[src/design/tc816_pkg.sv]
/*
 * tc816_pkg: shared constants for the 8/16-bit timer/counter.
 * assumes: byte-wide register port, one 100 MHz clock.
 */
package tc816_pkg;
    // register addresses (byte port)
    localparam logic [3:0] ADDR_CNT_LO = 4'h0;
    localparam logic [3:0] ADDR_CNT_HI = 4'h1;
    localparam logic [3:0] ADDR_CMP_A = 4'h2;
    localparam logic [3:0] ADDR_CMP_B = 4'h3;
    localparam logic [3:0] ADDR_CTRL_A = 4'h4;
    localparam logic [3:0] ADDR_CTRL_B = 4'h5;
    localparam logic [3:0] ADDR_FLAGS = 4'h6;
    localparam logic [3:0] ADDR_MASK = 4'h7;
    // control a fields
    localparam int CTRL_A_WIDE_BIT = 0;
    localparam int CTRL_A_CTC_BIT = 1;
    localparam int CTRL_A_CAPEN_BIT = 2;
    localparam int CTRL_A_CAPEDGE_BIT = 3;
    // control b clock select field
    localparam int CS_LSB = 0;
    localparam int CS_W = 3;
    localparam logic [2:0] CS_NONE = 3'h0;
    localparam logic [2:0] CS_DIV1 = 3'h1;
    localparam logic [2:0] CS_DIV8 = 3'h2;
    localparam logic [2:0] CS_DIV64 = 3'h3;
    localparam logic [2:0] CS_DIV256 = 3'h4;
    localparam logic [2:0] CS_DIV1024 = 3'h5;
    localparam logic [2:0] CS_EXT_FALL = 3'h6;
    localparam logic [2:0] CS_EXT_RISE = 3'h7;
    // flag / mask bit positions
    localparam int FLG_OVF = 0;
    localparam int FLG_CMPA = 1;
    localparam int FLG_CMPB = 2;
    localparam int FLG_CAP = 3;
    localparam int NUM_FLAGS = 4;
    // count limits
    localparam logic [7:0] BOTTOM_VAL = 8'h00;
    localparam logic [7:0] MAX8_VAL = 8'hff;
    localparam logic [15:0] MAX16_VAL = 16'hffff;
    // prescaler
    localparam int PRESC_W = 10;
    localparam logic [9:0] TAP8 = 10'h007;
    localparam logic [9:0] TAP64 = 10'h03f;
    localparam logic [9:0] TAP256 = 10'h0ff;
    localparam logic [9:0] TAP1024 = 10'h3ff;
endpackage : tc816_pkg

[src/design/tc816_sync.sv]
/*
 * tc816_sync: two-flop synchroniser with edge pulses.
 * assumes: async input, single clock, reset already synchronised.
 */
module tc816_sync (
    // clock and reset
    input wire logic clock_i,
    input wire logic rst_n_i,
    // asynchronous pin
    input wire logic pin_i,
    // synchronised level and edges
    output logic level_o,
    output logic rise_o,
    output logic fall_o
);
    logic meta_q; // first stage, read only by sync_q
    logic sync_q; // second stage
    logic prev_q; // previous synced sample

    // two-stage capture
    always_ff @(posedge clock_i or negedge rst_n_i) begin
        if (!rst_n_i) begin
            meta_q <= 1'b0;
            sync_q <= 1'b0;
        end else begin
            meta_q <= pin_i;
            sync_q <= meta_q;
        end
    end

    // edge history
    always_ff @(posedge clock_i or negedge rst_n_i) begin
        if (!rst_n_i) begin
            prev_q <= 1'b0;
        end else begin
            prev_q <= sync_q;
        end
    end

    assign level_o = sync_q;
    assign rise_o = sync_q & ~prev_q;
    assign fall_o = ~sync_q & prev_q;
endmodule : tc816_sync

[src/design/tc816_timer.sv]
/*
 * tc816_timer: 8/16-bit timer/counter with prescaler, external clock,
 * two compare units, input capture and four interrupt sources.
 * assumes: byte register port with read data one cycle after the strobe,
 * asynchronous pins synchronised here.
 */
// Local design decisions: strobed register access and the address map.
// Summary of operation
// RULE_01: counter runs eight or sixteen bit wide
// RULE_02: two compares narrow, one compare wide
// RULE_03: wide compare is b high, a low
// RULE_04: count low and compares are bytes
// RULE_05: overflow, compare a, b, capture flags
// RULE_06: each flag has its own mask
// RULE_07: bottom means count equals zero
// RULE_08: maximum means narrow count all ones
// RULE_09: top is maximum or compare a
// RULE_10: clear on match restarts from zero
// RULE_11: capture stamps count into compare registers
// RULE_12: tick from prescaler or external pin
// RULE_13: three-bit clock select picks source, edge
// RULE_14: select zero stops all ticks
// RULE_15: host uses high byte latch, fixed order
// RULE_16: taps 1,8,64,256,1024; prescaler free-running
// RULE_17: code 7 rising, 6 falling external edge
// RULE_18: pin synchronised every clock before edges
// RULE_19: host count write beats clear or count
module tc816_timer (
    // clock and reset
    input wire logic clock_i,
    input wire logic reset_n_i,
    // register port
    input wire logic [3:0] addr_i,
    input wire logic [7:0] wdata_i,
    input wire logic wr_i,
    input wire logic rd_i,
    output logic [7:0] rdata_o,
    // pins
    input wire logic external_count_pin_i,
    input wire logic capture_pin_i,
    // interrupt and status
    output logic irq_o,
    output logic timer_tick_o
);
    logic rst_meta_q; // reset release stage 1
    logic rst_n_q; // synchronised reset
    logic [15:0] count_q; // counter_high_byte:counter_low_byte
    logic [7:0] compare_a_value_q;
    logic [7:0] compare_b_value_q;
    logic [7:0] ctrl_a_q; // mode bits
    logic [7:0] timer_control_b_q; // clock select
    logic [3:0] timer_flag_register_q;
    logic [3:0] timer_mask_register_q;
    logic [7:0] temp_hi_q; // shared high-byte latch
    logic [9:0] presc_q; // free-running prescaler
    logic [7:0] rdata_q;
    logic ext_rise, ext_fall, cap_rise, cap_fall;
    logic tick;
    logic wide, ctc, cap_en;
    logic [2:0] cs;
    logic [15:0] top_val, count_d;
    logic hit_top, cmp_a_hit, cmp_b_hit, ovf_ev, cap_ev;
    logic cnt_wr;
    logic [3:0] ev_vec;

    // reset release through two flops
    always_ff @(posedge clock_i or negedge reset_n_i) begin
        if (!reset_n_i) begin
            rst_meta_q <= 1'b0;
            rst_n_q <= 1'b0;
        end else begin
            rst_meta_q <= 1'b1;
            rst_n_q <= rst_meta_q;
        end
    end

    // pin synchronisers; edge logic only sees the second stage
    tc816_sync u_ext_sync ( // RULE_18
        .clock_i(clock_i),
        .rst_n_i(rst_n_q),
        .pin_i(external_count_pin_i),
        .level_o(),
        .rise_o(ext_rise),
        .fall_o(ext_fall)
    );
    tc816_sync u_cap_sync (
        .clock_i(clock_i),
        .rst_n_i(rst_n_q),
        .pin_i(capture_pin_i),
        .level_o(),
        .rise_o(cap_rise),
        .fall_o(cap_fall)
    );

    assign wide = ctrl_a_q[tc816_pkg::CTRL_A_WIDE_BIT]; // RULE_01
    assign ctc = ctrl_a_q[tc816_pkg::CTRL_A_CTC_BIT];
    assign cap_en = ctrl_a_q[tc816_pkg::CTRL_A_CAPEN_BIT];
    assign cs = timer_control_b_q[tc816_pkg::CS_LSB +: tc816_pkg::CS_W];

    // prescaler never stops, independent of clock select
    always_ff @(posedge clock_i or negedge rst_n_q) begin
        if (!rst_n_q) begin
            presc_q <= '0;
        end else begin
            presc_q <= presc_q + 10'h001; // RULE_16
        end
    end

    // tap match helper, used for all four divided rates
    function automatic logic tap_hit(input logic [9:0] cnt, input logic [9:0] mask);
        tap_hit = ((cnt & mask) == mask);
    endfunction : tap_hit

    // clock select decode; no source gives no tick
    always_comb begin
        case (cs) // RULE_13
            tc816_pkg::CS_NONE: tick = 1'b0; // RULE_14
            tc816_pkg::CS_DIV1: tick = 1'b1; // RULE_12
            tc816_pkg::CS_DIV8: tick = tap_hit(presc_q, tc816_pkg::TAP8); // RULE_16
            tc816_pkg::CS_DIV64: tick = tap_hit(presc_q, tc816_pkg::TAP64);
            tc816_pkg::CS_DIV256: tick = tap_hit(presc_q, tc816_pkg::TAP256);
            tc816_pkg::CS_DIV1024: tick = tap_hit(presc_q, tc816_pkg::TAP1024);
            tc816_pkg::CS_EXT_FALL: tick = ext_fall; // RULE_17
            tc816_pkg::CS_EXT_RISE: tick = ext_rise; // RULE_17
            default: tick = 1'b0;
        endcase
    end
    assign timer_tick_o = tick;

    // top: compare value in clear-on-match, else maximum
    always_comb begin
        if (wide) begin
            top_val = ctc ? {compare_b_value_q, compare_a_value_q} // RULE_03 RULE_09
                          : tc816_pkg::MAX16_VAL;
        end else begin
            top_val = ctc ? {8'h00, compare_a_value_q} // RULE_09
                          : {8'h00, tc816_pkg::MAX8_VAL}; // RULE_08
        end
    end

    assign hit_top = tick && (count_q == top_val);
    // maximum reached: overflow event
    assign ovf_ev = tick && (wide ? (count_q == tc816_pkg::MAX16_VAL)
                                  : (count_q[7:0] == tc816_pkg::MAX8_VAL)); // RULE_08
    // compare units: two narrow, one joined wide
    assign cmp_a_hit = tick && (wide ? (count_q == {compare_b_value_q, compare_a_value_q}) // RULE_02 RULE_03
                                     : (count_q[7:0] == compare_a_value_q));
    assign cmp_b_hit = tick && !wide && (count_q[7:0] == compare_b_value_q); // RULE_02
    // capture edge chosen by control bit
    assign cap_ev = cap_en && (ctrl_a_q[tc816_pkg::CTRL_A_CAPEDGE_BIT] ? cap_rise : cap_fall);

    assign cnt_wr = wr_i && (addr_i == tc816_pkg::ADDR_CNT_LO);

    // next count
    always_comb begin
        count_d = count_q;
        if (hit_top) begin
            count_d = {8'h00, tc816_pkg::BOTTOM_VAL}; // RULE_07 RULE_10
        end else if (tick) begin
            count_d = count_q + 16'h0001;
        end
        if (!wide) begin
            count_d[15:8] = 8'h00; // RULE_04
        end
    end

    // counter; host write of the low byte wins over count and clear
    always_ff @(posedge clock_i or negedge rst_n_q) begin
        if (!rst_n_q) begin
            count_q <= '0;
        end else if (cnt_wr) begin
            count_q <= {wide ? temp_hi_q : 8'h00, wdata_i}; // RULE_19 RULE_15
        end else begin
            count_q <= count_d;
        end
    end

    // high-byte latch: written before low byte, filled on low-byte read
    always_ff @(posedge clock_i or negedge rst_n_q) begin
        if (!rst_n_q) begin
            temp_hi_q <= '0;
        end else if (wr_i && (addr_i == tc816_pkg::ADDR_CNT_HI)) begin
            temp_hi_q <= wdata_i; // RULE_15
        end else if (rd_i && (addr_i == tc816_pkg::ADDR_CNT_LO)) begin
            temp_hi_q <= count_q[15:8]; // RULE_15
        end
    end

    // compare registers double as capture storage
    always_ff @(posedge clock_i or negedge rst_n_q) begin
        if (!rst_n_q) begin
            compare_a_value_q <= '0;
            compare_b_value_q <= '0;
        end else if (cap_ev) begin
            compare_a_value_q <= count_q[7:0]; // RULE_11
            if (wide) begin
                compare_b_value_q <= count_q[15:8]; // RULE_11
            end
        end else if (wr_i) begin
            if (addr_i == tc816_pkg::ADDR_CMP_A) begin
                compare_a_value_q <= wdata_i; // RULE_04
            end
            if (addr_i == tc816_pkg::ADDR_CMP_B) begin
                compare_b_value_q <= wdata_i;
            end
        end
    end

    // control registers
    always_ff @(posedge clock_i or negedge rst_n_q) begin
        if (!rst_n_q) begin
            ctrl_a_q <= '0;
            timer_control_b_q <= '0;
        end else if (wr_i) begin
            if (addr_i == tc816_pkg::ADDR_CTRL_A) begin
                ctrl_a_q <= wdata_i;
            end
            if (addr_i == tc816_pkg::ADDR_CTRL_B) begin
                timer_control_b_q <= wdata_i;
            end
        end
    end

    // mask register
    always_ff @(posedge clock_i or negedge rst_n_q) begin
        if (!rst_n_q) begin
            timer_mask_register_q <= '0;
        end else if (wr_i && (addr_i == tc816_pkg::ADDR_MASK)) begin
            timer_mask_register_q <= wdata_i[3:0]; // RULE_06
        end
    end

    assign ev_vec = {cap_ev, cmp_b_hit, cmp_a_hit, ovf_ev}; // RULE_05

    // sticky flags: a read clears, a new event in the same cycle wins
    always_ff @(posedge clock_i or negedge rst_n_q) begin
        if (!rst_n_q) begin
            timer_flag_register_q <= '0;
        end else if (rd_i && (addr_i == tc816_pkg::ADDR_FLAGS)) begin
            timer_flag_register_q <= ev_vec; // RULE_05
        end else begin
            timer_flag_register_q <= timer_flag_register_q | ev_vec;
        end
    end

    // level interrupt from unmasked flags
    always_ff @(posedge clock_i or negedge rst_n_q) begin
        if (!rst_n_q) begin
            irq_o <= 1'b0;
        end else begin
            irq_o <= |(timer_flag_register_q & timer_mask_register_q); // RULE_06
        end
    end

    // read mux; unmapped addresses answer zero
    always_ff @(posedge clock_i or negedge rst_n_q) begin
        if (!rst_n_q) begin
            rdata_q <= '0;
        end else if (rd_i) begin
            case (addr_i)
                tc816_pkg::ADDR_CNT_LO: rdata_q <= count_q[7:0];
                tc816_pkg::ADDR_CNT_HI: rdata_q <= wide ? temp_hi_q : 8'h00; // RULE_15
                tc816_pkg::ADDR_CMP_A: rdata_q <= compare_a_value_q;
                tc816_pkg::ADDR_CMP_B: rdata_q <= compare_b_value_q;
                tc816_pkg::ADDR_CTRL_A: rdata_q <= ctrl_a_q;
                tc816_pkg::ADDR_CTRL_B: rdata_q <= timer_control_b_q;
                tc816_pkg::ADDR_FLAGS: rdata_q <= {4'h0, timer_flag_register_q};
                tc816_pkg::ADDR_MASK: rdata_q <= {4'h0, timer_mask_register_q};
                default: rdata_q <= 8'h00;
            endcase
        end else begin
            rdata_q <= 8'h00;
        end
    end
    assign rdata_o = rdata_q;
endmodule : tc816_timer

[config.mk]
export PLATFORM = sky130hd
export DESIGN_NAME = tc816_timer
export DESIGN_NICKNAME = d
export VERILOG_FILES = /design/src/design/tc816_pkg.sv /design/src/design/tc816_sync.sv /design/src/design/tc816_timer.sv
export SDC_FILE = /design/constraint.sdc
export NUM_CORES = 1
export LEC_CHECK = 0
export ABC_AREA = 1
export BUFFER_PORTS_ARGS = -buffer_cell sky130_fd_sc_hd__buf_4
export CORE_ASPECT_RATIO = 0.8
export CORE_MARGIN = 2
export CORE_UTILIZATION = 49
export CTS_CLUSTER_SIZE = 8
export DETAILED_ROUTE_END_ITERATION = 6
export GPL_ROUTABILITY_DRIVEN = 1
export PLACE_DENSITY_LB_ADDON = 0.2
export SLEW_MARGIN = 20
export SYNTH_ARGS = -nofsm -noshare
export SYNTH_HDL_FRONTEND = slang
export SYNTH_HIERARCHICAL = 1
export SYNTH_SLANG_ARGS = --single-unit
[constraint.sdc]
create_clock -name clock_i -period 2.9 [get_ports clock_i]
set_input_delay 0.29 -clock clock_i [delete_from_list [all_inputs] [get_ports clock_i]]
set_output_delay 0.29 -clock clock_i [all_outputs]
set_load 0.02 [all_outputs]
==> key figures <==
Pwr
  • Clock power frac: 27.3%
  • Sw Pwr: 2.05 mW
  • Overall Power: 5.02 mW
  • Reg power frac: 40.5%
  • Pint: 2.97 mW
  • Logic pwr share: 32.2%
  • Switching Share: 40.8%
  • Pwr Density: 833 nW/um^2
  • Leakage: 2.81 nW
  • Maximum VDD drop: 0.439 mV

Detailed routing
  • Initial DRC count: 629
  • Vias per Instance: 5.76
  • First drt pass iteration count: 6
  • Residual DRC count: 0
  • DR WL/cell: 18.6 um
  • Antenna Nets Post-Route: 0
  • Routed wire length: 16,700 um
  • Vias: 5,152

Clock network
  • Worst-Skew Late Latency: 0.35 ns
  • Num CTS Buffers: 9
  • CTS clk-pin slew, worst paths: 0.06 ns
  • CTS resizes: 0
  • Hold_buf cts: 1
  • TritonCTS clock tree: done
  • Post-CTS Setup Bufs: 0
  • Clock Tree Buf Depth: 2
  • Number of H-tree levels: 3
  • CTS Sinks: 91
  • Root Buffer: clkbuf_16

Synth
  • Post-synth EDFFs: 0
  • Syn nets: 743
  • Count leader, synth: nand2_1
  • Synth Cell Area: 5370 um^2
  • Syn. warnings: 6
  • Distinct cells, synth: 43
  • Synth top area cells: dfrtp_1 (42%), nand2_1 (15%), o21ai_0 (5.7%)
  • Main flop type after synthesis: dfrtp_1
  • Share of the synthesized area in the top cell type: 42.4%
  • Register bit total from synthesis: 91
  • Mapped Cells: 722
  • Post-synth top area cell: dfrtp_1
  • Post-synthesis sequential area ratio: 42.4%
  • Synth top cells by count: nand2_1 (218), dfrtp_1 (91), inv_1 (76)
  • Synth Area per Inst: 7.44 um^2
  • Async SR Flop Fraction: 100%

Timing
  • Max-slew headroom: 48.5%
  • Final Hold Viols: 0
  • Slew @ Worst Pin: 0.772 ns
  • Final period utilization: 74.0%
  • Final Skew: 0.0123 ns
  • Final Setup Violations: 0
  • Number of max-slew violations in the final report: 0
  • Min Tclk post-route: 2.15 ns
  • RSZ-0062 raised after global routing: no
  • Setup TNS: 0 ns
  • Max frequency: 466 MHz

Critical path
  • WS Path Type: reg -> out
  • R2R depth: 4
  • WP data required: 2.61 ns
  • Worst reg2reg startpoint: ctrl_a_q[0]
  • Critical Path Sink Type: output pin
  • Slowest-stage cell, CP: dfrtp_1
  • WP data arrival: 1.86 ns
  • Top delay family on crit path: adder cells
  • Reg2Reg Setup Slack: 0.90 ns
  • Reg2reg end: compare_b_value_q[6]
  • CP bufs+invs: 1
  • Slowest stage delay, CP: 0.41 ns
  • Critical path's most frequent cell: ha_1
  • Worst Path Max Fanout: 6
  • CP startpoint kind: register
  • Cell chain of the critical path: ha_1, ha_1, a21oi_1, nor2_1, nand2_2, nand2_4, buf_4

Worst hold path
  • Hold Crit Start: capture_pin_i
  • Hold Path Class: in -> reg
  • Hold worst-path end: u_cap_sync/meta_q
  • Hold-critical path depth: 1

Final layout
  • Nets: 766
  • Fraction of layout cells with a size suffix above 1: 13.5%
  • Filler cell count: 1,019
  • # diodes: 0
  • Layout area overhead: 12.3%
  • Final Instance Area: 6030 um^2

Floorplanning
  • Num rows: 34
  • Initial Utilization: 49.9%
  • Die Height: 97.6 um
  • Die Area: 11,800 um^2
  • Io pins: 28
  • Core area: 10,800 um^2
  • Die W: 121 um

GRT
  • Tot GR Track Use: 29.9%
  • Congestion Overflow GR: 0
  • Initial antenna violation count: 0
  • Largest net degree at the start of global routing: 37
  • Vias in the first global route: 4,860
  • First-pass GRT wire length: 26,700 um

Placement
  • Port Buffers: 27
  • Gpl congestion: 1.02
  • Post-DP Area: 5680 um^2
  • DPL Wire Length: 12,300 um

Status
  • Status: finished, final reports clean

Run
  • Max-cap violations: 0
cells in the final DEF (no fill, tap or decap), types with 7 or more instances in the layout:
master     count
xnor2_1       11
inv_1         76
a21oi_2        8
o22ai_1       15
inv_2         10
clkbuf_16      9
a21oi_1       11
o21ai_1        9
buf_4         32
nand2_1      218
o21ai_0       61
dfrtp_1       90
nand3_1       49
nor2_1        60
o311ai_0       8
nand2_2        7
per-layer routing:
metal	GRT usage, %	vias up	wire length, um
met5	0	-	0
met4	9.93	0	363
met3	8.33	30	1860
met2	41.9	302	7040
met1	44.2	2433	7380
li1	-	2387	-
cells by family after synthesis:
logic type | share of synthesized area [%]
flip-flops | 42.4
buffers and inverters | 8.51
AND/OR/NAND/NOR | 30.9
adder cells (fa/ha/maj) | 0.699
XOR/XNOR | 2.77
other | 0.0698
AO/OA/AOI/OAI | 14.6
final cells by class:
cell class | instances | area (um^2) | area share, %
multi-input cells | 521 | 2640 | 43.7
flip-flops and latches | 91 | 2280 | 37.8
inverters | 89 | 342 | 5.67
repair buffers | 33 | 250 | 4.15
clock buffers | 10 | 229 | 3.80
well taps | 144 | 180 | 2.99
clock inverters | 6 | 111 | 1.85
through the flow:
| step | setup slack [ns] | hold WS (ns) | util [%] | instances |
|---|---|---|---|---|
| floorplan | 0.178 | -0.00559 | - | 722 |
| global placement | 1.04 | 0.0724 | 52.8 | 877 |
| detailed placement | 0.998 | 0.0737 | 52.8 | 877 |
| CTS | 0.749 | 0.0391 | 56.0 | 894 |
| global route | 0.647 | 0.0320 | 56.0 | 894 |
| finish | 0.755 | 0.0457 | 56.0 | 894 |
flip-flops by register name (all words and copies together) (netlist names):
name	cells
ctrl_a_q	8
u_ext_sync/prev_q	1
presc_q	10
rst_n_q	1
timer_control_b_q	8
u_cap_sync/level_o	1
u_ext_sync/level_o	1
timer_flag_register_q	4
compare_a_value_q	8
compare_b_value_q	8
timer_mask_register_q	4
rdata_o	8
irq_o	1
temp_hi_q	8
count_q	16
u_cap_sync/meta_q	1
u_cap_sync/prev_q	1
rst_meta_q	1
u_ext_sync/meta_q	1
how the worst max path moves through the flow:
stage	from	end	slack, ns	depth (start not counted)
after CTS	presc_q[0]	timer_tick_o	0.75	7
after global routing	presc_q[0]	timer_tick_o	0.65	8
after global placement	ctrl_a_q[0]	compare_b_value_q[3]	1.04	3
after detailed placement	u_cap_sync/level_o	compare_b_value_q[3]	1.0	6
after floorplan	rst_n_q	compare_a_value_q[0]	0.18	0
final	presc_q[0]	timer_tick_o	0.75	7
worst reg2reg max path, delay by kind of cell, from the launching register on:
kind / cells / cell delay, ns
buffers and inverters: 1 / 0.26
AOI/OAI and AO/OA: 2 / 0.69
and+or+nand+nor: 1 / 0.12
DFF: 1 / 0.84
power by group through the flow:
stage | combinational, mW | clock (mW) | sequential, mW
6_report | 1.62 | 1.37 | 2.04
5_1_grt | 1.78 | 1.44 | 2.07
4_1_cts | 1.57 | 1.38 | 2.02
3_5_place_dp | 1.56 | 0 | 2.04
3_3_place_gp | 1.54 | 0 | 2.02
2_1_floorplan | 1.20 | 0 | 1.85
Note: power is estimated with default switching activity, not from simulation.
